--- src/rtl/rst_pwr_pkg.sv ---
// Constants for the reset and power-mode controller
package rst_pwr_pkg;
	// Register addresses (8-bit special-function space)
	localparam logic [7:0] ADDR_INT_SER_STATUS = 8'h00_C5;
	localparam logic [7:0] ADDR_SER_STATUS_EXT = 8'h00_F7;
	localparam logic [7:0] ADDR_POWER_CONTROL = 8'h00_87;
	localparam logic [7:0] ADDR_WATCHDOG_CONTROL = 8'h00_D8;
	localparam logic [7:0] ADDR_EXT_INT_FLAGS = 8'h00_91;
	localparam logic [7:0] ADDR_CLOCK_DIVISOR = 8'h00_C4;
	localparam logic [7:0] ADDR_TIMED_ACCESS = 8'h00_C7;
	// Field positions
	localparam int BIT_PWRFAIL_IN_SVC = 7;
	localparam int BIT_HIGH_IN_SVC = 6;
	localparam int BIT_LOW_IN_SVC = 5;
	localparam int BIT_IDLE = 0;
	localparam int BIT_STOP = 1;
	localparam int BIT_OSC_FAIL_EN = 4;
	localparam int BIT_OSC_FAIL_FLAG = 5;
	localparam int BIT_POR_FLAG = 6;
	localparam int BIT_WARN_EN = 5;
	localparam int BIT_WARN_FLAG = 4;
	localparam int BIT_BANDGAP_KEEP = 0;
	localparam int DIV_LSB = 6;
	// Timed-access key bytes
	localparam logic [7:0] TA_KEY1 = 8'h00_AA;
	localparam logic [7:0] TA_KEY2 = 8'h00_55;
	localparam logic [1:0] TA_WINDOW_CYC = 2'h3;
	// Reset values
	localparam logic [1:0] DIV_RESET = 2'h2;
	// Timing
	localparam int CLK_HZ = 20_000_000;
	localparam int CLK_PER_MC = 4;
	localparam int LONG_RESET_CYC = 65_536;
	localparam int EXT_RESET_CYC = 4;
	localparam int WDT_RESET_CYC = 2 * CLK_PER_MC;
	localparam int CNT_W = 17;
	typedef enum logic [1:0] {
		ST_RUN = 2'b00,
		ST_IDLE = 2'b01,
		ST_STOP = 2'b10
	} pmode_t;
endpackage : rst_pwr_pkg

--- src/rtl/sync_edge.sv ---
// Two-flop synchroniser with rising-edge pulse
`timescale 1ns/1ps
module sync_edge (
	input wire logic clk_sys_in,
	input wire logic nrst_in,
	input wire logic ce_in,
	input wire logic d_in,
	output logic level_out,
	output logic rise_out
);
	logic s1_q;
	logic s2_q;
	logic s3_q;
	always_ff @(posedge clk_sys_in or negedge nrst_in) begin
		if (!nrst_in) begin
			s1_q <= 1'b0;
			s2_q <= 1'b0;
			s3_q <= 1'b0;
		end else if (ce_in) begin
			s1_q <= d_in;
			s2_q <= s1_q;
			s3_q <= s2_q;
		end
	end
	assign level_out = s2_q;
	assign rise_out = s2_q & ~s3_q;
endmodule : sync_edge

--- src/rtl/reset_timer.sv ---
// Down counter that stretches a reset pulse
`timescale 1ns/1ps
module reset_timer (
	input wire logic clk_sys_in,
	input wire logic nrst_in,
	input wire logic ce_in,
	input wire logic load_in,
	input wire logic [16:0] count_in,
	input wire logic hold_in,
	output logic busy_out
);
	logic [16:0] cnt_q;
	always_ff @(posedge clk_sys_in or negedge nrst_in) begin
		if (!nrst_in) begin
			cnt_q <= 17'h0_0000;
		end else if (ce_in) begin
			if (load_in || hold_in) begin
				cnt_q <= count_in;
			end else if (cnt_q != 17'h0_0000) begin
				cnt_q <= cnt_q - 17'h0_0001;
			end
		end
	end
	assign busy_out = (cnt_q != 17'h0_0000);
endmodule : reset_timer

--- src/rtl/reset_power_ctrl.sv ---
// Reset sources, reset output timing and power-mode control
//
// The address-and-strobe port is this design's own decision.
`timescale 1ns/1ps
// How it works
// - Status bits 7,6,5 show power-fail, high and low level in service.
// - Divisor writes are ignored while any serial port is busy.
// - Per-port transmit and receive activity flags readable in two registers.
// - Enabled oscillator-fail detection holds the device in reset.
// - Detect enable bit 4 writable only inside a timed-access window.
// - Osc-fail sets flag bit 5; cleared by power-fail reset or writing zero.
// - Oscillator halt on stop entry never triggers the detector.
// - Reset held while a supply is low; full power-on reset on recovery.
// - After supplies recover, count 65,536 clocks before running from 0000h.
// - Power-on flag set on power-on reset; software clears it.
// - Enabled supply warning vectors to 0033h at highest priority.
// - Warning interrupt enabled only by control bit 5.
// - Warning sets flag bit 4 regardless of enable; software clears it.
// - Reset output low on external, watchdog, osc-fail, power-fail reset.
// - Output lasts 65,536 clocks long, one machine cycle external, two watchdog.
// - Idle bit halts execution; any interrupt or reset exits.
// - Stop bit stops internal clocking at the end of the instruction.
// - Stop entered only with CAN disabled and Ethernet asleep.
// - Stop exits only on external, Ethernet, CAN interrupt, reset or (bandgap kept) warning.
// - Bandgap keep bit holds reference on in stop; bandgap_enable_out is the bit in every mode.
// - With bandgap kept, power-fail reset and warning wake from stop.
module reset_power_ctrl (
	input wire logic clk_sys_in,
	input wire logic nrst_in,
	input wire logic ce_in,
	input wire logic [7:0] addr_in,
	input wire logic [7:0] wdata_in,
	input wire logic wr_in,
	input wire logic rd_in,
	output logic [7:0] rdata_out,
	input wire logic [2:0] level_in_service_in,
	input wire logic [2:0] ser_tx_busy_in,
	input wire logic [2:0] ser_rx_busy_in,
	input wire logic osc_slow_in,
	input wire logic supply_low_in,
	input wire logic supply_warn_in,
	input wire logic ext_reset_in,
	input wire logic watchdog_timeout_in,
	input wire logic instr_end_in,
	input wire logic any_irq_in,
	input wire logic ext_irq_in,
	input wire logic eth_pm_irq_in,
	input wire logic can_irq_in,
	input wire logic can_software_init_in,
	input wire logic can_controller_reset_in,
	input wire logic eth_sleep_in,
	output logic reset_output_low_out,
	output logic core_reset_out,
	output logic idle_out,
	output logic stop_out,
	output logic bandgap_enable_out,
	output logic [1:0] clock_divisor_out,
	output logic warn_irq_req_out,
	output logic [23:0] warn_vector_out
);
	localparam logic [23:0] WARN_VECTOR = 24'h00_0033;
	localparam logic [16:0] LONG_CNT = 17'(rst_pwr_pkg::LONG_RESET_CYC);
	// Load edge already drives the output low, so short counts load one less
	localparam logic [16:0] EXT_CNT = 17'(rst_pwr_pkg::EXT_RESET_CYC - 1);
	localparam logic [16:0] WDT_CNT = 17'(rst_pwr_pkg::WDT_RESET_CYC - 1);

	rst_pwr_pkg::pmode_t mode_q;
	logic osc_fail_en_q;
	logic osc_fail_flag_q;
	logic por_flag_q;
	logic warn_en_q;
	logic warn_flag_q;
	logic bandgap_keep_q;
	logic [1:0] div_q;
	logic [1:0] ta_cnt_q;
	logic ta_stage_q;
	logic stop_req_q;
	logic [7:0] rdata_q;
	logic rst_out_q;
	logic core_rst_q;
	logic irq_q;
	logic warn_level;
	logic warn_rise;
	logic low_level;
	logic low_rise;
	logic bandgap_on;
	logic osc_fail_evt;
	logic long_load;
	logic ext_load;
	logic wdt_load;
	logic timer_load;
	logic [16:0] timer_count;
	logic timer_busy;
	logic ser_busy;
	logic ta_open;
	logic stop_ok;
	logic stop_wake;
	logic [7:0] power_control_reg_view;
	logic [7:0] watchdog_control_reg_view;

	assign bandgap_on = (mode_q != rst_pwr_pkg::ST_STOP) | bandgap_keep_q;
	assign ser_busy = |(ser_tx_busy_in | ser_rx_busy_in);
	assign ta_open = (ta_cnt_q != 2'h0);

	// Comparator outputs are gated by the bandgap and synchronised
	sync_edge u_sync_low (
		.clk_sys_in(clk_sys_in),
		.nrst_in(nrst_in),
		.ce_in(ce_in),
		.d_in(supply_low_in & bandgap_on),
		.level_out(low_level),
		.rise_out(low_rise)
	);
	sync_edge u_sync_warn (
		.clk_sys_in(clk_sys_in),
		.nrst_in(nrst_in),
		.ce_in(ce_in),
		.d_in(supply_warn_in & bandgap_on),
		.level_out(warn_level),
		.rise_out(warn_rise)
	);

	// Detector is blind in stop mode since the oscillator is halted on purpose
	assign osc_fail_evt = osc_fail_en_q & osc_slow_in &
		(mode_q != rst_pwr_pkg::ST_STOP);
	assign long_load = low_rise | osc_fail_evt;
	assign ext_load = ext_reset_in;
	assign wdt_load = watchdog_timeout_in;
	assign timer_load = long_load | ext_load | wdt_load;
	always_comb begin
		if (long_load || low_level) begin
			timer_count = LONG_CNT;
		end else if (wdt_load) begin
			timer_count = WDT_CNT;
		end else begin
			timer_count = EXT_CNT;
		end
	end

	// Long sources hold the counter reloaded while their condition stays
	reset_timer u_timer (
		.clk_sys_in(clk_sys_in),
		.nrst_in(nrst_in),
		.ce_in(ce_in),
		.load_in(timer_load),
		.count_in(timer_count),
		.hold_in(low_level | osc_fail_evt | ext_reset_in),
		.busy_out(timer_busy)
	);

	// Reset outputs change on the clock edge, and at once when nrst_in falls
	always_ff @(posedge clk_sys_in or negedge nrst_in) begin
		if (!nrst_in) begin
			rst_out_q <= 1'b0;
			core_rst_q <= 1'b1;
		end else if (ce_in) begin
			rst_out_q <= ~(timer_busy | timer_load);
			core_rst_q <= timer_busy | timer_load;
		end
	end

	// Timed-access window: key1 then key2 opens a short window
	always_ff @(posedge clk_sys_in or negedge nrst_in) begin
		if (!nrst_in) begin
			ta_stage_q <= 1'b0;
			ta_cnt_q <= 2'h0;
		end else if (ce_in) begin
			if (wr_in && addr_in == rst_pwr_pkg::ADDR_TIMED_ACCESS) begin
				ta_stage_q <= (wdata_in == rst_pwr_pkg::TA_KEY1);
				if (ta_stage_q && wdata_in == rst_pwr_pkg::TA_KEY2) begin
					ta_cnt_q <= rst_pwr_pkg::TA_WINDOW_CYC;
				end
			end else if (ta_open) begin
				ta_cnt_q <= ta_cnt_q - 2'h1;
			end
		end
	end

	// Power control: enable bit and oscillator-fail flag
	always_ff @(posedge clk_sys_in or negedge nrst_in) begin
		if (!nrst_in) begin
			osc_fail_en_q <= 1'b0;
			osc_fail_flag_q <= 1'b0;
		end else if (ce_in) begin
			if (wr_in && addr_in == rst_pwr_pkg::ADDR_POWER_CONTROL
					&& ta_open) begin
				osc_fail_en_q <= wdata_in[rst_pwr_pkg::BIT_OSC_FAIL_EN];
			end
			if (osc_fail_evt) begin
				osc_fail_flag_q <= 1'b1;
			end else if (low_rise) begin
				osc_fail_flag_q <= 1'b0;
			end else if (wr_in && addr_in == rst_pwr_pkg::ADDR_POWER_CONTROL
					&& !wdata_in[rst_pwr_pkg::BIT_OSC_FAIL_FLAG]) begin
				osc_fail_flag_q <= 1'b0;
			end
		end
	end

	// Watchdog control: power-on flag, warning enable and flag
	always_ff @(posedge clk_sys_in or negedge nrst_in) begin
		if (!nrst_in) begin
			por_flag_q <= 1'b1;
			warn_en_q <= 1'b0;
			warn_flag_q <= 1'b0;
		end else if (ce_in) begin
			if (wr_in && addr_in == rst_pwr_pkg::ADDR_WATCHDOG_CONTROL) begin
				warn_en_q <= wdata_in[rst_pwr_pkg::BIT_WARN_EN];
			end
			if (low_rise) begin
				por_flag_q <= 1'b1;
			end else if (wr_in && addr_in == rst_pwr_pkg::ADDR_WATCHDOG_CONTROL
					&& !wdata_in[rst_pwr_pkg::BIT_POR_FLAG]) begin
				por_flag_q <= 1'b0;
			end
			if (warn_rise) begin
				warn_flag_q <= 1'b1;
			end else if (wr_in && addr_in == rst_pwr_pkg::ADDR_WATCHDOG_CONTROL
					&& !wdata_in[rst_pwr_pkg::BIT_WARN_FLAG]) begin
				warn_flag_q <= 1'b0;
			end
		end
	end

	// Warning interrupt request, highest priority fixed vector
	always_ff @(posedge clk_sys_in or negedge nrst_in) begin
		if (!nrst_in) begin
			irq_q <= 1'b0;
		end else if (ce_in) begin
			irq_q <= warn_en_q & warn_flag_q & ~core_rst_q;
		end
	end

	// Bandgap keep bit and clock divisor with serial lockout
	always_ff @(posedge clk_sys_in or negedge nrst_in) begin
		if (!nrst_in) begin
			bandgap_keep_q <= 1'b0;
			div_q <= rst_pwr_pkg::DIV_RESET;
		end else if (ce_in) begin
			if (wr_in && addr_in == rst_pwr_pkg::ADDR_EXT_INT_FLAGS) begin
				bandgap_keep_q <= wdata_in[rst_pwr_pkg::BIT_BANDGAP_KEEP];
			end
			if (core_rst_q) begin
				div_q <= rst_pwr_pkg::DIV_RESET;
			end else if (wr_in && addr_in == rst_pwr_pkg::ADDR_CLOCK_DIVISOR
					&& !ser_busy) begin
				div_q <= wdata_in[rst_pwr_pkg::DIV_LSB +: 2];
			end
		end
	end

	// Power modes
	assign stop_ok = (can_software_init_in | can_controller_reset_in)
		& eth_sleep_in;
	assign stop_wake = ext_irq_in | eth_pm_irq_in | can_irq_in
		| (bandgap_keep_q & (low_level | warn_level));
	always_ff @(posedge clk_sys_in or negedge nrst_in) begin
		if (!nrst_in) begin
			mode_q <= rst_pwr_pkg::ST_RUN;
			stop_req_q <= 1'b0;
		end else if (ce_in) begin
			if (core_rst_q) begin
				mode_q <= rst_pwr_pkg::ST_RUN;
				stop_req_q <= 1'b0;
			end else begin
				case (mode_q)
					rst_pwr_pkg::ST_RUN: begin
						if (wr_in && addr_in == rst_pwr_pkg::ADDR_POWER_CONTROL) begin
							stop_req_q <= wdata_in[rst_pwr_pkg::BIT_STOP] & stop_ok;
							if (wdata_in[rst_pwr_pkg::BIT_IDLE]) begin
								mode_q <= rst_pwr_pkg::ST_IDLE;
							end
						end else if (stop_req_q && instr_end_in) begin
							stop_req_q <= 1'b0;
							mode_q <= rst_pwr_pkg::ST_STOP;
						end
					end
					rst_pwr_pkg::ST_IDLE: begin
						if (any_irq_in) begin
							mode_q <= rst_pwr_pkg::ST_RUN;
						end
					end
					rst_pwr_pkg::ST_STOP: begin
						if (stop_wake) begin
							mode_q <= rst_pwr_pkg::ST_RUN;
						end
					end
					default: begin
						mode_q <= rst_pwr_pkg::ST_RUN;
					end
				endcase
			end
		end
	end

	// Register read mux, data one cycle after the strobe
	always_comb begin
		power_control_reg_view = 8'h00_00;
		power_control_reg_view[rst_pwr_pkg::BIT_OSC_FAIL_FLAG] = osc_fail_flag_q;
		power_control_reg_view[rst_pwr_pkg::BIT_OSC_FAIL_EN] = osc_fail_en_q;
		power_control_reg_view[rst_pwr_pkg::BIT_STOP] = (mode_q == rst_pwr_pkg::ST_STOP);
		power_control_reg_view[rst_pwr_pkg::BIT_IDLE] = (mode_q == rst_pwr_pkg::ST_IDLE);
		watchdog_control_reg_view = 8'h00_00;
		watchdog_control_reg_view[rst_pwr_pkg::BIT_POR_FLAG] = por_flag_q;
		watchdog_control_reg_view[rst_pwr_pkg::BIT_WARN_EN] = warn_en_q;
		watchdog_control_reg_view[rst_pwr_pkg::BIT_WARN_FLAG] = warn_flag_q;
	end
	always_ff @(posedge clk_sys_in or negedge nrst_in) begin
		if (!nrst_in) begin
			rdata_q <= 8'h00_00;
		end else if (ce_in) begin
			if (!rd_in) begin
				rdata_q <= 8'h00_00;
			end else if (addr_in == rst_pwr_pkg::ADDR_INT_SER_STATUS) begin
				rdata_q <= {level_in_service_in, ser_tx_busy_in[1:0],
					ser_rx_busy_in[1:0], 1'b0};
			end else if (addr_in == rst_pwr_pkg::ADDR_SER_STATUS_EXT) begin
				rdata_q <= {6'h00, ser_tx_busy_in[2], ser_rx_busy_in[2]};
			end else if (addr_in == rst_pwr_pkg::ADDR_POWER_CONTROL) begin
				rdata_q <= power_control_reg_view;
			end else if (addr_in == rst_pwr_pkg::ADDR_WATCHDOG_CONTROL) begin
				rdata_q <= watchdog_control_reg_view;
			end else if (addr_in == rst_pwr_pkg::ADDR_EXT_INT_FLAGS) begin
				rdata_q <= {7'h00, bandgap_keep_q};
			end else if (addr_in == rst_pwr_pkg::ADDR_CLOCK_DIVISOR) begin
				rdata_q <= {div_q, 6'h00};
			end else begin
				rdata_q <= 8'h00_00;
			end
		end
	end

	assign rdata_out = rdata_q;
	assign reset_output_low_out = rst_out_q;
	assign core_reset_out = core_rst_q;
	assign idle_out = mode_q[0];
	assign stop_out = mode_q[1];
	assign bandgap_enable_out = bandgap_keep_q;
	assign clock_divisor_out = div_q;
	assign warn_irq_req_out = irq_q;
	assign warn_vector_out = WARN_VECTOR;

	chk_osc_fail_sets: assert property (@(posedge clk_sys_in)
		disable iff (!nrst_in) ce_in && osc_fail_evt |=> osc_fail_flag_q
			&& !rst_out_q) else $error("osc fail not flagged");
	chk_osc_stop_blind: assert property (@(posedge clk_sys_in)
		disable iff (!nrst_in) ce_in && mode_q == rst_pwr_pkg::ST_STOP
			&& osc_slow_in && !core_rst_q && !ext_reset_in
			&& !watchdog_timeout_in && !low_rise |=> !core_rst_q)
		else $error("osc detector fired in stop");
	chk_div_lockout: assert property (@(posedge clk_sys_in)
		disable iff (!nrst_in) ce_in && ser_busy && !core_rst_q
			|=> $stable(div_q)) else $error("divisor changed while busy");
	chk_warn_flag_set: assert property (@(posedge clk_sys_in)
		disable iff (!nrst_in) ce_in && warn_rise |=> warn_flag_q)
		else $error("warning flag not set");
	chk_irq_needs_en: assert property (@(posedge clk_sys_in)
		disable iff (!nrst_in) irq_q |-> $past(warn_en_q))
		else $error("warning irq without enable");
	chk_long_reset: assert property (@(posedge clk_sys_in)
		disable iff (!nrst_in) ce_in && low_rise ##1 ce_in[*8]
			|-> !rst_out_q) else $error("long reset cut short");
	chk_rst_out_low: assert property (@(posedge clk_sys_in)
		disable iff (!nrst_in) ce_in && (ext_reset_in || watchdog_timeout_in)
			|=> !rst_out_q && core_rst_q) else $error("reset out missing");
	chk_stop_gate: assert property (@(posedge clk_sys_in)
		disable iff (!nrst_in) $rose(mode_q == rst_pwr_pkg::ST_STOP)
			|-> $past(stop_req_q)) else $error("stop without request");
endmodule : reset_power_ctrl

--- config.mk ---
export PLATFORM = sky130hd
export DESIGN_NAME = reset_power_ctrl
export DESIGN_NICKNAME = d
export VERILOG_FILES = /design/src/rtl/rst_pwr_pkg.sv /design/src/rtl/sync_edge.sv /design/src/rtl/reset_timer.sv /design/src/rtl/reset_power_ctrl.sv
export SDC_FILE = /design/constraint.sdc
export NUM_CORES = 1
export LEC_CHECK = 0
export BUFFER_PORTS_ARGS = -buffer_cell sky130_fd_sc_hd__buf_2
export CORE_ASPECT_RATIO = 0.5
export CORE_MARGIN = 2
export CORE_UTILIZATION = 55
export CTS_BUF_LIST = sky130_fd_sc_hd__clkbuf_8
export CTS_CLUSTER_DIAMETER = 80
export DETAILED_ROUTE_END_ITERATION = 12
export MAX_ROUTING_LAYER = met4
export PLACE_DENSITY_LB_ADDON = 0.12
export REMOVE_ABC_BUFFERS = 1
export SYNTH_ARGS = -nofsm -noshare
export SYNTH_HDL_FRONTEND = slang
export SYNTH_SLANG_ARGS = --single-unit
--- constraint.sdc ---
create_clock -name clk_sys_in -period 3 [get_ports clk_sys_in]
set_input_delay 0.6 -clock clk_sys_in [delete_from_list [all_inputs] [get_ports clk_sys_in]]
set_output_delay 0.6 -clock clk_sys_in [all_outputs]
set_load 0.03 [all_outputs]
# After elaboration in Yosys (flattened, before gate mapping)
# Cells that the tools add are included.
dict set report word_totals {
  reg_bits 48
  in_bits 43
  out_inout_bits 40
  word_cells 145
}
dict set report op_classes {
  n_addsub 2
  n_eq_ne 17
  muxes 34
  n_bitwise 28
  n_reduce_logical 42
}
# cell count
set op_table {}
lappend op_table {{== test 8 bit, second input constant} 8}
lappend op_table {{2-to-1 mux 8 bit} 7}
lappend op_table {{2-to-1 mux 17 bit} 3}
lappend op_table {{2-to-1 mux 2 bit} 11}
lappend op_table {{AND reduction 2 bit} 9}
lappend op_table {{nonzero test 17 bit} 1}
lappend op_table {{subtractor 17 x 1 -> 17 bit, second input constant} 1}
lappend op_table {{nonzero test 2 bit} 7}
lappend op_table {{logical AND 1 bit} 12}
lappend op_table {{OR 1 bit} 12}
lappend op_table {{bitwise AND 1 bit} 11}
lappend op_table {{2-to-1 mux 1 bit} 11}
lappend op_table {{== test 8 x 7 -> 1 bit, second input constant} 1}
lappend op_table {{!= test 4 bit, second input constant} 2}
lappend op_table {{!= test 3 bit, second input constant} 2}
lappend op_table {{one-hot mux 2 bit (3 select lines)} 1}
lappend op_table {{AND reduction 3 bit} 2}
lappend op_table {{nonzero test 3 bit} 2}
lappend op_table {{AND reduction 5 bit} 1}
lappend op_table {{logical NOT 1 bit} 4}
lappend op_table {{NOT 1 bit} 4}
lappend op_table {{2-to-1 mux 3 bit} 1}
lappend op_table {{OR 3 bit} 1}
lappend op_table {{OR reduction 3 bit} 1}
lappend op_table {{7 further kinds} 8}

# Depth between registers and ports, before layout
# Gate-level depths: netlist (run 1).
dict set report logic_depth {
  ltp_word 8
  ltp_mapped 7
  depth_no_buf 6
}

# Modules after synthesis
# From an unflattened synthesis (run 1), not the netlist that was laid out.
dict set report unflattened {
  hier_cells 345
  area_unflattened_um2 3206.8
}
# module instances cells_each area_each_um2 seq_area_each_um2
set by_module_without_submodules {}
lappend by_module_without_submodules {reset_power_ctrl 1 195 1806.7 629.4}
lappend by_module_without_submodules {reset_timer 1 136 1169.9 425.4}
lappend by_module_without_submodules {sync_edge 2 7 115.1 75.1}

# Worst setup path after synthesis (run 1)
# OpenSTA, ideal clock, no wires.
dict set report synth_timing {
  path_kind {input to register}
  start {in ce_in}
  end {reg u_timer.cnt_q[9]}
  setup_time_ps 79
  t_arrival_ps 2089
  required_ps 2921
  setup_slack_ps 833
  stages 5
  path_buffers 1
  path_cell_list {or4b_4 -> or3_1 -> buf_2 -> or4b_1 -> a21oi_1}
}
dict set report synth_via {
  elab_chain_len 1
}
# element line
set synth_rtl {}
lappend synth_rtl {{from (decl)} reset_power_ctrl.sv:30} ;# input wire logic ce_in,
lappend synth_rtl {{AND reduction 2 bit (no source line)} n/a}
lappend synth_rtl {{to (signal assigned)} reset_timer.sv:18} ;# cnt_q <= count_in;
lappend synth_rtl {{to (signal assigned)} reset_timer.sv:20} ;# cnt_q <= cnt_q - 17'h0_0001;
lappend synth_rtl {{to (decl)} reset_timer.sv:12} ;# logic [16:0] cnt_q;
# No other way between the ends.
# A chain may end at the register's enable or synchronous reset.

# Final worst setup path (run 1)
dict set report layout_timing {
  start {reg u_timer.cnt_q[8]}
  end {reg u_timer.cnt_q[0]}
}
dict set report layout_via {
  elab_chain_len 3
}
# element line
set layout_rtl {}
lappend layout_rtl {{nonzero test 17 bit} reset_timer.sv:19} ;# end else if (cnt_q != 17'h0_0000) begin
lappend layout_rtl {{nonzero test 2 bit (no source line)} n/a}
lappend layout_rtl {{AND reduction 2 bit (no source line)} n/a}
# No other way between the ends.

==> summary.md, run 1 <==
| Metric | Value |
|---|---|
| Final slew viol count | `0` |
| CTS tree | `built` |
| Max Freq | `between 400 and 500 MHz` |
| Drt drc | `0` |
| Dominant cell type by area after synthesis | `dfrtp_1` |
| Worst r2r path cells | `4` |
| Power per cell area | `475.5 nW/um^2` |
| Root Driver | `clkbuf_8` |
| Sequential area share after synthesis | `between 30% and 40%` |
| Critical Path Sink Type | `register` |
| Final setup fails | `0` |
| Cells after DPL | `around 440` |
| Slew Limit Headroom | `between 30% and 40%` |
| VDD IR max | `between 0.0002 and 0.00025 V` |
| Period utilisation layout | `about three quarters` |
| Commonest cells after routing, fill and taps aside | `buf_2, dfrtp_1, conb_1, o21ai_0, nor2_1` |
| Synth top area share | `36.78%` |
| GP Congestion | `between 0.8 and 0.9` |
| Leakage power | `1.510 nW` |
| Postcts setup bufs | `0` |
| Core Area | `~5400 sq um` |
| Share of layout cells above drive strength 1 | `approximately 26%` |
| IO buf count | `slightly below 60` |
| YS warnings | `0` |
| Routed vias | `about 2,600` |
| Gr busiest metal | `met2` |
| WP data arrival | `2.46 ns` |
| Synth top area cells | `dfrtp_1, buf_4, mux2_2` |
| Most common cell after layout, fill and taps aside | `buf_2` |
| Tot GR Track Use | `25.76%` |
| Avg WL per Cell | `about 16 um` |
| Largest net degree at the start of global routing | `slightly below 50` |
| Antenna diodes | `0` |
| CP Data Required Time | `approximately 3.2 ns` |
| Status | `finished clean` |
| RSZ-0062 raised after global routing | `no` |
| Design Power | `roughly 1.6 mW` |
| Total grt overflow | `0` |
| Fin area | `~3400 sq um` |
| Post-DP HPWL | `around 5.3 mm` |
| WP buf/inv | `0` |
| Die area | `6216 sq um` |
| GR Layer Usage met1 | `approximately a third` |
| Worst hold path class | `in2async` |
| Die Width | `around 110 um` |
| 1st-iter DRT viols | `slightly above 100` |
| Top fanout value on the critical path | `10` |
| Post-synth EDFFs | `0` |
| Post-Layout Cell Count | `around 440` |
| Initial antenna violation count | `0` |
| Synthesized instance count | `around 320` |
| Crit path cell chain | `or4_1 -> or4_1 -> nor3_2 -> a2111oi_2` |
| Async set-reset flop share out of synthesis | `100.0%` |
| Setup Skew | `slightly below 0.01 ns` |
| GR Util met3 | `roughly 5%` |
| CP top delay family | `simple AND/OR/NAND/NOR gates` |
| Yosys cell types | `66` |
| WL final | `between 7 and 8 mm` |
| Antenna Violating Nets Remaining | `0` |
| Crit path time final | `about 2.3 ns` |
| Die H | `around 57 um` |
| Clock latency on the worst-skew pair | `0.31 ns` |
| Area after DPL | `roughly 3300 sq um` |
| Number of global-route vias before repair | `~2,500` |
| Actual slew at the worst max-slew pin | `around 1.0 ns` |
| GR Util met2 | `39.33%` |
| Initial Util | `a little under three fifths` |
| Slowest cell on the critical path | `or4_1` |
| Layout area overhead | `10.38%` |
| DRT Pass-1 Iters | `4` |
| Vias per cell | `about 6.0` |
| Sink Count | `48` |
| Nets | `around 420` |
| R2r endpoint | `u_timer.cnt_q[0]` |
| R2r setup slk | `roughly 0.7 ns` |
| CP peak stage delay | `between 0.7 and 0.8 ns` |
| Cts hold-fix bufs | `0` |
| Max H-tree Level | `2` |
| Flops & latches, synth | `48` |
| Final core occ | `62.35%` |
| Pre-CTS setup slack | `approximately 0.51 ns` |
| RR Startpoint | `u_timer.cnt_q[8]` |
| Maximum root-to-sink buffer count | `2` |
| Cts repair resizes | `0` |
| Reg clk slew, reported paths | `0.09 ns` |
| Global-route wire length before repair | `12.08 mm` |
| Max Cap Viol | `0` |
| Final hold violations | `0` |
| Final setup TNS | `0 ns` |
| Setup ws final | `around 0.71 ns` |
| TritonCTS buffer count | `5` |
| Netlist Area Pre-Place | `~3100 sq um` |
| Mapped Avg Cell Area | `a little under 10 sq um` |
| Crit path kind | `reg2reg` |
| CP most frequent cell | `or4_1` |
| Site Rows | `19` |
| CP startpoint kind | `register` |
| Final hold slack | `approximately 0.47 ns` |
| Main synth FF type | `dfrtp_1` |
| Num ports | `83` |
[worst max path at each step]
| stage | startpoint | end | cells past startpoint |
|---|---|---|---|
| 2_1_floorplan | ext_reset_in | u_timer.cnt_q[11] | 4 |
| 3_3_place_gp | ce_in | u_timer.cnt_q[9] | 5 |
| 3_5_place_dp | ce_in | u_timer.cnt_q[9] | 5 |
| 4_1_cts | u_timer.cnt_q[8] | u_timer.cnt_q[0] | 4 |
| 5_1_grt | u_timer.cnt_q[8] | u_timer.cnt_q[0] | 4 |
| 6_report | u_timer.cnt_q[8] | u_timer.cnt_q[0] | 4 |
[cell usage after synthesis (all sizes together) (3+ instances only)]
| master | instances |
|---|---|
| o21bai | 7 |
| or2 | 4 |
| clkbuf | 9 |
| o31ai | 3 |
| nor4 | 9 |
| or4 | 5 |
| dfstp | 3 |
| o211ai | 3 |
| buf | 30 |
| a21oi | 12 |
| dfrtp | 45 |
| or4b | 3 |
| nand2 | 15 |
| ha | 3 |
| nand4 | 3 |
| o21ai | 18 |
| or3 | 8 |
| nand4b | 6 |
| mux2i | 9 |
| nor2 | 16 |
| nand2b | 4 |
| and2 | 4 |
| o2bb2ai | 3 |
| a211oi | 5 |
| nand3 | 4 |
| nor3 | 7 |
| mux2 | 9 |
| o21a | 3 |
| o41ai | 3 |
| a22oi | 4 |
| inv | 12 |
| and3 | 3 |
| a2111oi | 5 |
| and4 | 3 |
| o22a | 3 |
[report_power, final]
| group | switching, mW | total (mW) | internal (mW) | leakage, nW |
|---|---|---|---|---|
| Sequential | 0.0643 | 0.777 | 0.712 | 0.624 |
| Clock | 0.227 | 0.387 | 0.160 | 0.0453 |
| Combinational | 0.268 | 0.444 | 0.176 | 0.840 |
| Total | 0.559 | 1.61 | 1.05 | 1.51 |
[area by class of cell]
type                       count  area [sq um]
inverter                      12         45.04
clock buffer                   5         68.82
fill                         476          2041
multi-input combinational    239          1625
clock inverter                 3         16.27
tap                           73         91.34
timing repair buffer          63         327.8
sequential                    48          1205
[logic make-up (layout without fill, tap and decap cells)]
logic type,Yosys count,count (layout),share of synthesized area [%]
AOI/OAI and AO/OA,87,87,20.84
DFF,48,48,39.35
muxes,18,18,6.253
adders and majority gates,3,3,1.226
and+or+nand+nor,107,107,21.82
other,2,24,0.2453
buffers and inverters,51,83,10.26
[registers in the layout (all words and copies together) (netlist names)]
| signal | cells |
|---|---|
| warn_irq_req_out | 1 |
| mode_q | 2 |
| osc_fail_en_q | 1 |
| por_flag_q | 1 |
| u_timer.cnt_q | 17 |
| bandgap_enable_out | 1 |
| u_sync_low.level_out | 1 |
| u_sync_low.s1_q | 1 |
| u_sync_warn.level_out | 1 |
| u_sync_warn.s3_q | 1 |
| clock_divisor_out | 2 |
| reset_output_low_out | 1 |
| rdata_out | 8 |
| warn_en_q | 1 |
| warn_flag_q | 1 |
| osc_fail_flag_q | 1 |
| stop_req_q | 1 |
| ta_cnt_q | 2 |
| ta_stage_q | 1 |
| u_sync_warn.s1_q | 1 |
| core_reset_out | 1 |
| u_sync_low.s3_q | 1 |
[per-layer routing]
layer	wire length (um)	up-vias
met5	0	-
met4	95	0
met3	351	9
met2	3197	80
met1	3358	1278
li1	-	1269
(Power assumes the default switching activity.)
==> run 2: changes to the inputs <==
Settings changed: ABC_AREA set to 1, CORE_UTILIZATION 55 to 50.
Clock period 3 ns to 2.07 ns, I/O delays scaled along.
==> summary.md, run 2 <==
| Metric | Value |
|---|---|
| Status | `finished clean (unchanged)` |
| Switching Share | `38.22% (was 34.78%)` |
| CP peak stage delay | `0.41 ns (was 0.72 ns)` |
| Synthesized instance count | `450 (was 316)` |
| Crit path time final | `1.700 ns (was 2.290 ns)` |
| Sequential cell fraction of total power | `44.6% (was 48.3%)` |
| Flops & latches, synth | `48 (unchanged)` |
| Highest routed layer | `met4 (unchanged)` |
| CTS tree | `built (unchanged)` |
| Internal | `1.535 mW (was 1.048 mW)` |
| 1st-iter DRT viols | `150 (was 102)` |
| WL final | `7.043 mm (was 7.003 mm)` |
| Die H | `59.93 um (was 56.76 um)` |
| Total grt overflow | `0 (unchanged)` |
| CP Data Required Time | `2.30 ns (was 3.17 ns)` |
| Largest family of logic cells by synthesized area | `simple AND/OR/NAND/NOR gates (unchanged)` |
| Routed vias | `2,898 (was 2,636)` |
| Critical Path Sink Type | `register (unchanged)` |
| Period utilisation layout | `82.13% (was 76.32%)` |
| Met2 WL post-DR | `3.125 mm (was 3.197 mm)` |
| Routed met3 length | `452 um (was 351 um)` |
| Avg WL per Cell | `11.72 um (was 15.81 um)` |
| Max Cap Viol | `0 (unchanged)` |
| Sequential area share after synthesis | `38.52% (was 39.35%)` |
| Async set-reset flop share out of synthesis | `100.0% (unchanged)` |
| Design Power | `2.485 mW (was 1.607 mW)` |
| Gate power share | `31.5% (was 27.6%)` |
| Post-synth top cells | `nand2_1, nor2_1, inv_1 (was dfrtp_1, buf_4, o21ai_0)` |
| Most common cell after layout, fill and taps aside | `nand2_1 (was buf_2)` |
| Fill cells | `617 (was 476)` |
| Maximum root-to-sink buffer count | `2 (unchanged)` |
| Site Rows | `20 (was 19)` |
| Multi-input gate area | `1593 sq um (was 1625 sq um)` |
| Cts hold-fix bufs | `0 (unchanged)` |
| Die Width | `115.9 um (was 109.5 um)` |
| IO buf count | `58 (unchanged)` |
| Simple-Gate Fraction of Synth Area | `35.64% (was 21.82%)` |
| Dominant cell type by area after synthesis | `dfrtp_1 (unchanged)` |
| Post-DP HPWL | `5.448 mm (was 5.271 mm)` |
| Met1 WL | `3.395 mm (was 3.358 mm)` |
| Tot GR Track Use | `22.62% (was 25.76%)` |
| Nets | `558 (was 415)` |
| Register area | `1205 sq um (unchanged)` |
| Antenna Violating Nets Remaining | `0 (unchanged)` |
| Fin area | `3517 sq um (was 3379 sq um)` |
| Top fanout value on the critical path | `6 (was 10)` |
| Netlist Area Pre-Place | `3128 sq um (was 3062 sq um)` |
| Core Area | `6056 sq um (was 5420 sq um)` |
| GP Congestion | `0.9184 (was 0.8138)` |
| Final slew viol count | `0 (unchanged)` |
| Vias per cell | `4.822 (was 5.950)` |
| Max Freq | `588.2 MHz (was 436.8 MHz)` |
| Synth top area share | `36.00% (was 36.78%)` |
| Crit path kind | `reg2reg (unchanged)` |
| Initial Util | `51.65% (was 56.49%)` |
| Synth top area cells | `dfrtp_1, nand2_1, nor2_1 (was dfrtp_1, buf_4, mux2_2)` |
| Actual slew at the worst max-slew pin | `0.6106 ns (was 1.043 ns)` |
| DRT Pass-1 Iters | `4 (unchanged)` |
| Final hold violations | `0 (unchanged)` |
| TritonCTS buffer count | `5 (unchanged)` |
| Max H-tree Level | `2 (unchanged)` |
| Cts repair resizes | `0 (unchanged)` |
| Layout area overhead | `12.44% (was 10.38%)` |
| Sink Count | `48 (unchanged)` |
| Power per cell area | `706.5 nW/um^2 (was 475.5 nW/um^2)` |
| VDD IR max | `0.0003708 V (was 0.0002264 V)` |
| Reg clk slew, reported paths | `0.09 ns (about the same)` |
| Clk pwr share | `23.9% (was 24.1%)` |
| Commonest cells after routing, fill and taps aside | `nand2_1, buf_2, nor2_1, inv_1, dfrtp_1 (was buf_2, dfrtp_1, conb_1, o21ai_0, nor2_1)` |
| WP data arrival | `1.93 ns (was 2.46 ns)` |
| Postcts setup bufs | `0 (unchanged)` |
| Multiplexer area fraction after synthesis | `0% (was 6.253%)` |
| Antenna diodes | `0 (unchanged)` |
| Most common cell in the synthesized netlist | `nand2_1 (was dfrtp_1)` |
| YS warnings | `0 (unchanged)` |
| Post-Synth Adder-Cell Area | `1.200% (was 1.226%)` |
| Final setup TNS | `0 ns (unchanged)` |
| Area after DPL | `3427 sq um (was 3294 sq um)` |
| Die area | `6943 sq um (was 6216 sq um)` |
| Final setup fails | `0 (unchanged)` |
| Num ports | `83 (unchanged)` |
| Synth Area in Compound Gates | `8.960% (was 20.84%)` |
| Largest net degree at the start of global routing | `49 (unchanged)` |
| Post-Synth XOR/XNOR Area | `2.240% (was 0%)` |
| RSZ-0062 raised after global routing | `no (unchanged)` |
| Slowest cell on the critical path | `dfrtp_1 (was or4_1)` |
| Root Driver | `clkbuf_8 (unchanged)` |
| Sw power | `949.7 uW (was 558.9 uW)` |
| Flip-flop count of the largest register after layout | `17 (unchanged)` |
| Worst hold path class | `in2async (unchanged)` |
| Global-route wire length before repair | `11.79 mm (was 12.08 mm)` |
| R2r setup slk | `0.37 ns (was 0.71 ns)` |
| CP most frequent cell | `nand2_1 (was or4_1)` |
| Reg with most FFs | `u_timer.cnt_q (unchanged)` |
| Leakage power | `1.911 nW (was 1.510 nW)` |
| Setup Skew | `0.01380 ns (was 0.009909 ns)` |
| Slew Limit Headroom | `59.29% (was 30.47%)` |
| Drt drc | `0 (unchanged)` |
| Share of layout cells above drive strength 1 | `17.74% (was 25.68%)` |
| Post-synth EDFFs | `0 (unchanged)` |
| CP startpoint kind | `register (unchanged)` |
| Number of global-route vias before repair | `2,602 (was 2,497)` |
| Yosys cell types | `36 (was 66)` |
| Crit path cell chain | `inv_1 -> ha_1 -> nand2_1 -> nor2_1 -> xor2_1 -> nand2_1 -> o21ai_0 (was or4_1 -> or4_1 -> nor3_2 -> a2111oi_2)` |
| Mapped Avg Cell Area | `6.951 sq um (was 9.689 sq um)` |
| Main synth FF type | `dfrtp_1 (unchanged)` |
| Clock latency on the worst-skew pair | `0.32 ns (was 0.31 ns)` |
| Initial antenna violation count | `0 (unchanged)` |
## run 2: changes by cell type after synthesis, sizes merged, moves of 11 or more
cell   change
nor2      +45
inv       +38
a21oi     -11
nand3     +37
nand2    +122
o21ai     +24
## run 2: path summary, 6_finish.rpt
kind	start	endpoint	cells after the start
worst max-delay path	u_timer.cnt_q[0]	u_timer.cnt_q[8]	7
worst min-delay path	nrst_in	u_timer.cnt_q[7]	2
worst max register to register	u_timer.cnt_q[0]	u_timer.cnt_q[8]	7
worst min register to register	u_sync_warn.s3_q	warn_flag_q	1
max in group asynchronous	nrst_in	u_timer.cnt_q[9]	2
min in group clk_sys_in	supply_warn_in	u_sync_warn.s1_q	3
## run 2: worst max-delay path, delay by kind of cell, from the launching register on
kind | cells | cell delay [ns]
and+or+nand+nor | 3 | 0.46
DFF | 1 | 0.41
adders and majority gates | 1 | 0.29
xor gates and xnor gates | 1 | 0.18
buffers and inverters | 1 | 0.15
AOI/OAI and AO/OA | 1 | 0.13
## run 2: cell families (layout without fill, tap and decap cells)
kind of cell / count (synthesis) / after routing
buffers and inverters: 81 / 122
other: 2 / 24
flip-flops: 48 / 48
adder cells (fa/ha/maj): 3 / 3
AND/OR/NAND/NOR: 260 / 260
XOR/XNOR: 8 / 8
AO/OA/AOI/OAI: 48 / 48
## run 2: power by group through the flow
stage | registers (mW) | logic [mW] | clock network [mW]
detailed placement | 1.12 | 0.789 | 0
floorplan | 1.14 | 0.543 | 0
global placement | 1.13 | 0.772 | 0
finish | 1.11 | 0.782 | 0.594
CTS | 1.11 | 0.789 | 0.608
global route | 1.12 | 0.904 | 0.642
## run 2: per-stage QoR
step | setup WS (ns) | hold slack (ns) | util, % | cells
2_1_floorplan | 0.4236 | 0.1184 | - | 442
3_3_place_gp | 0.3951 | 0.4480 | 56.59 | 593
3_5_place_dp | 0.3562 | 0.4511 | 56.59 | 593
4_1_cts | 0.3656 | 0.2147 | 58.08 | 601
5_1_grt | 0.1563 | 0.2371 | 58.08 | 601
6_report | 0.3699 | 0.1860 | 58.08 | 601
## run 2: routing by layer
layer	global-route usage [%]	vias up
met2	36.93	80
met1	29.44	1313
met5	-	-
met3	4.868	8
met4	5.102	0
li1	-	1497
## run 2: cell type report
class	count	area share [%]
Sequential cell	48	34.26
Timing Repair Buffer	63	9.321
Clock inverter	3	0.6048
Clock buffer	5	1.957
Multi-Input combinational cell	343	45.29
Tap cell	88	3.131
Inverter	51	5.443
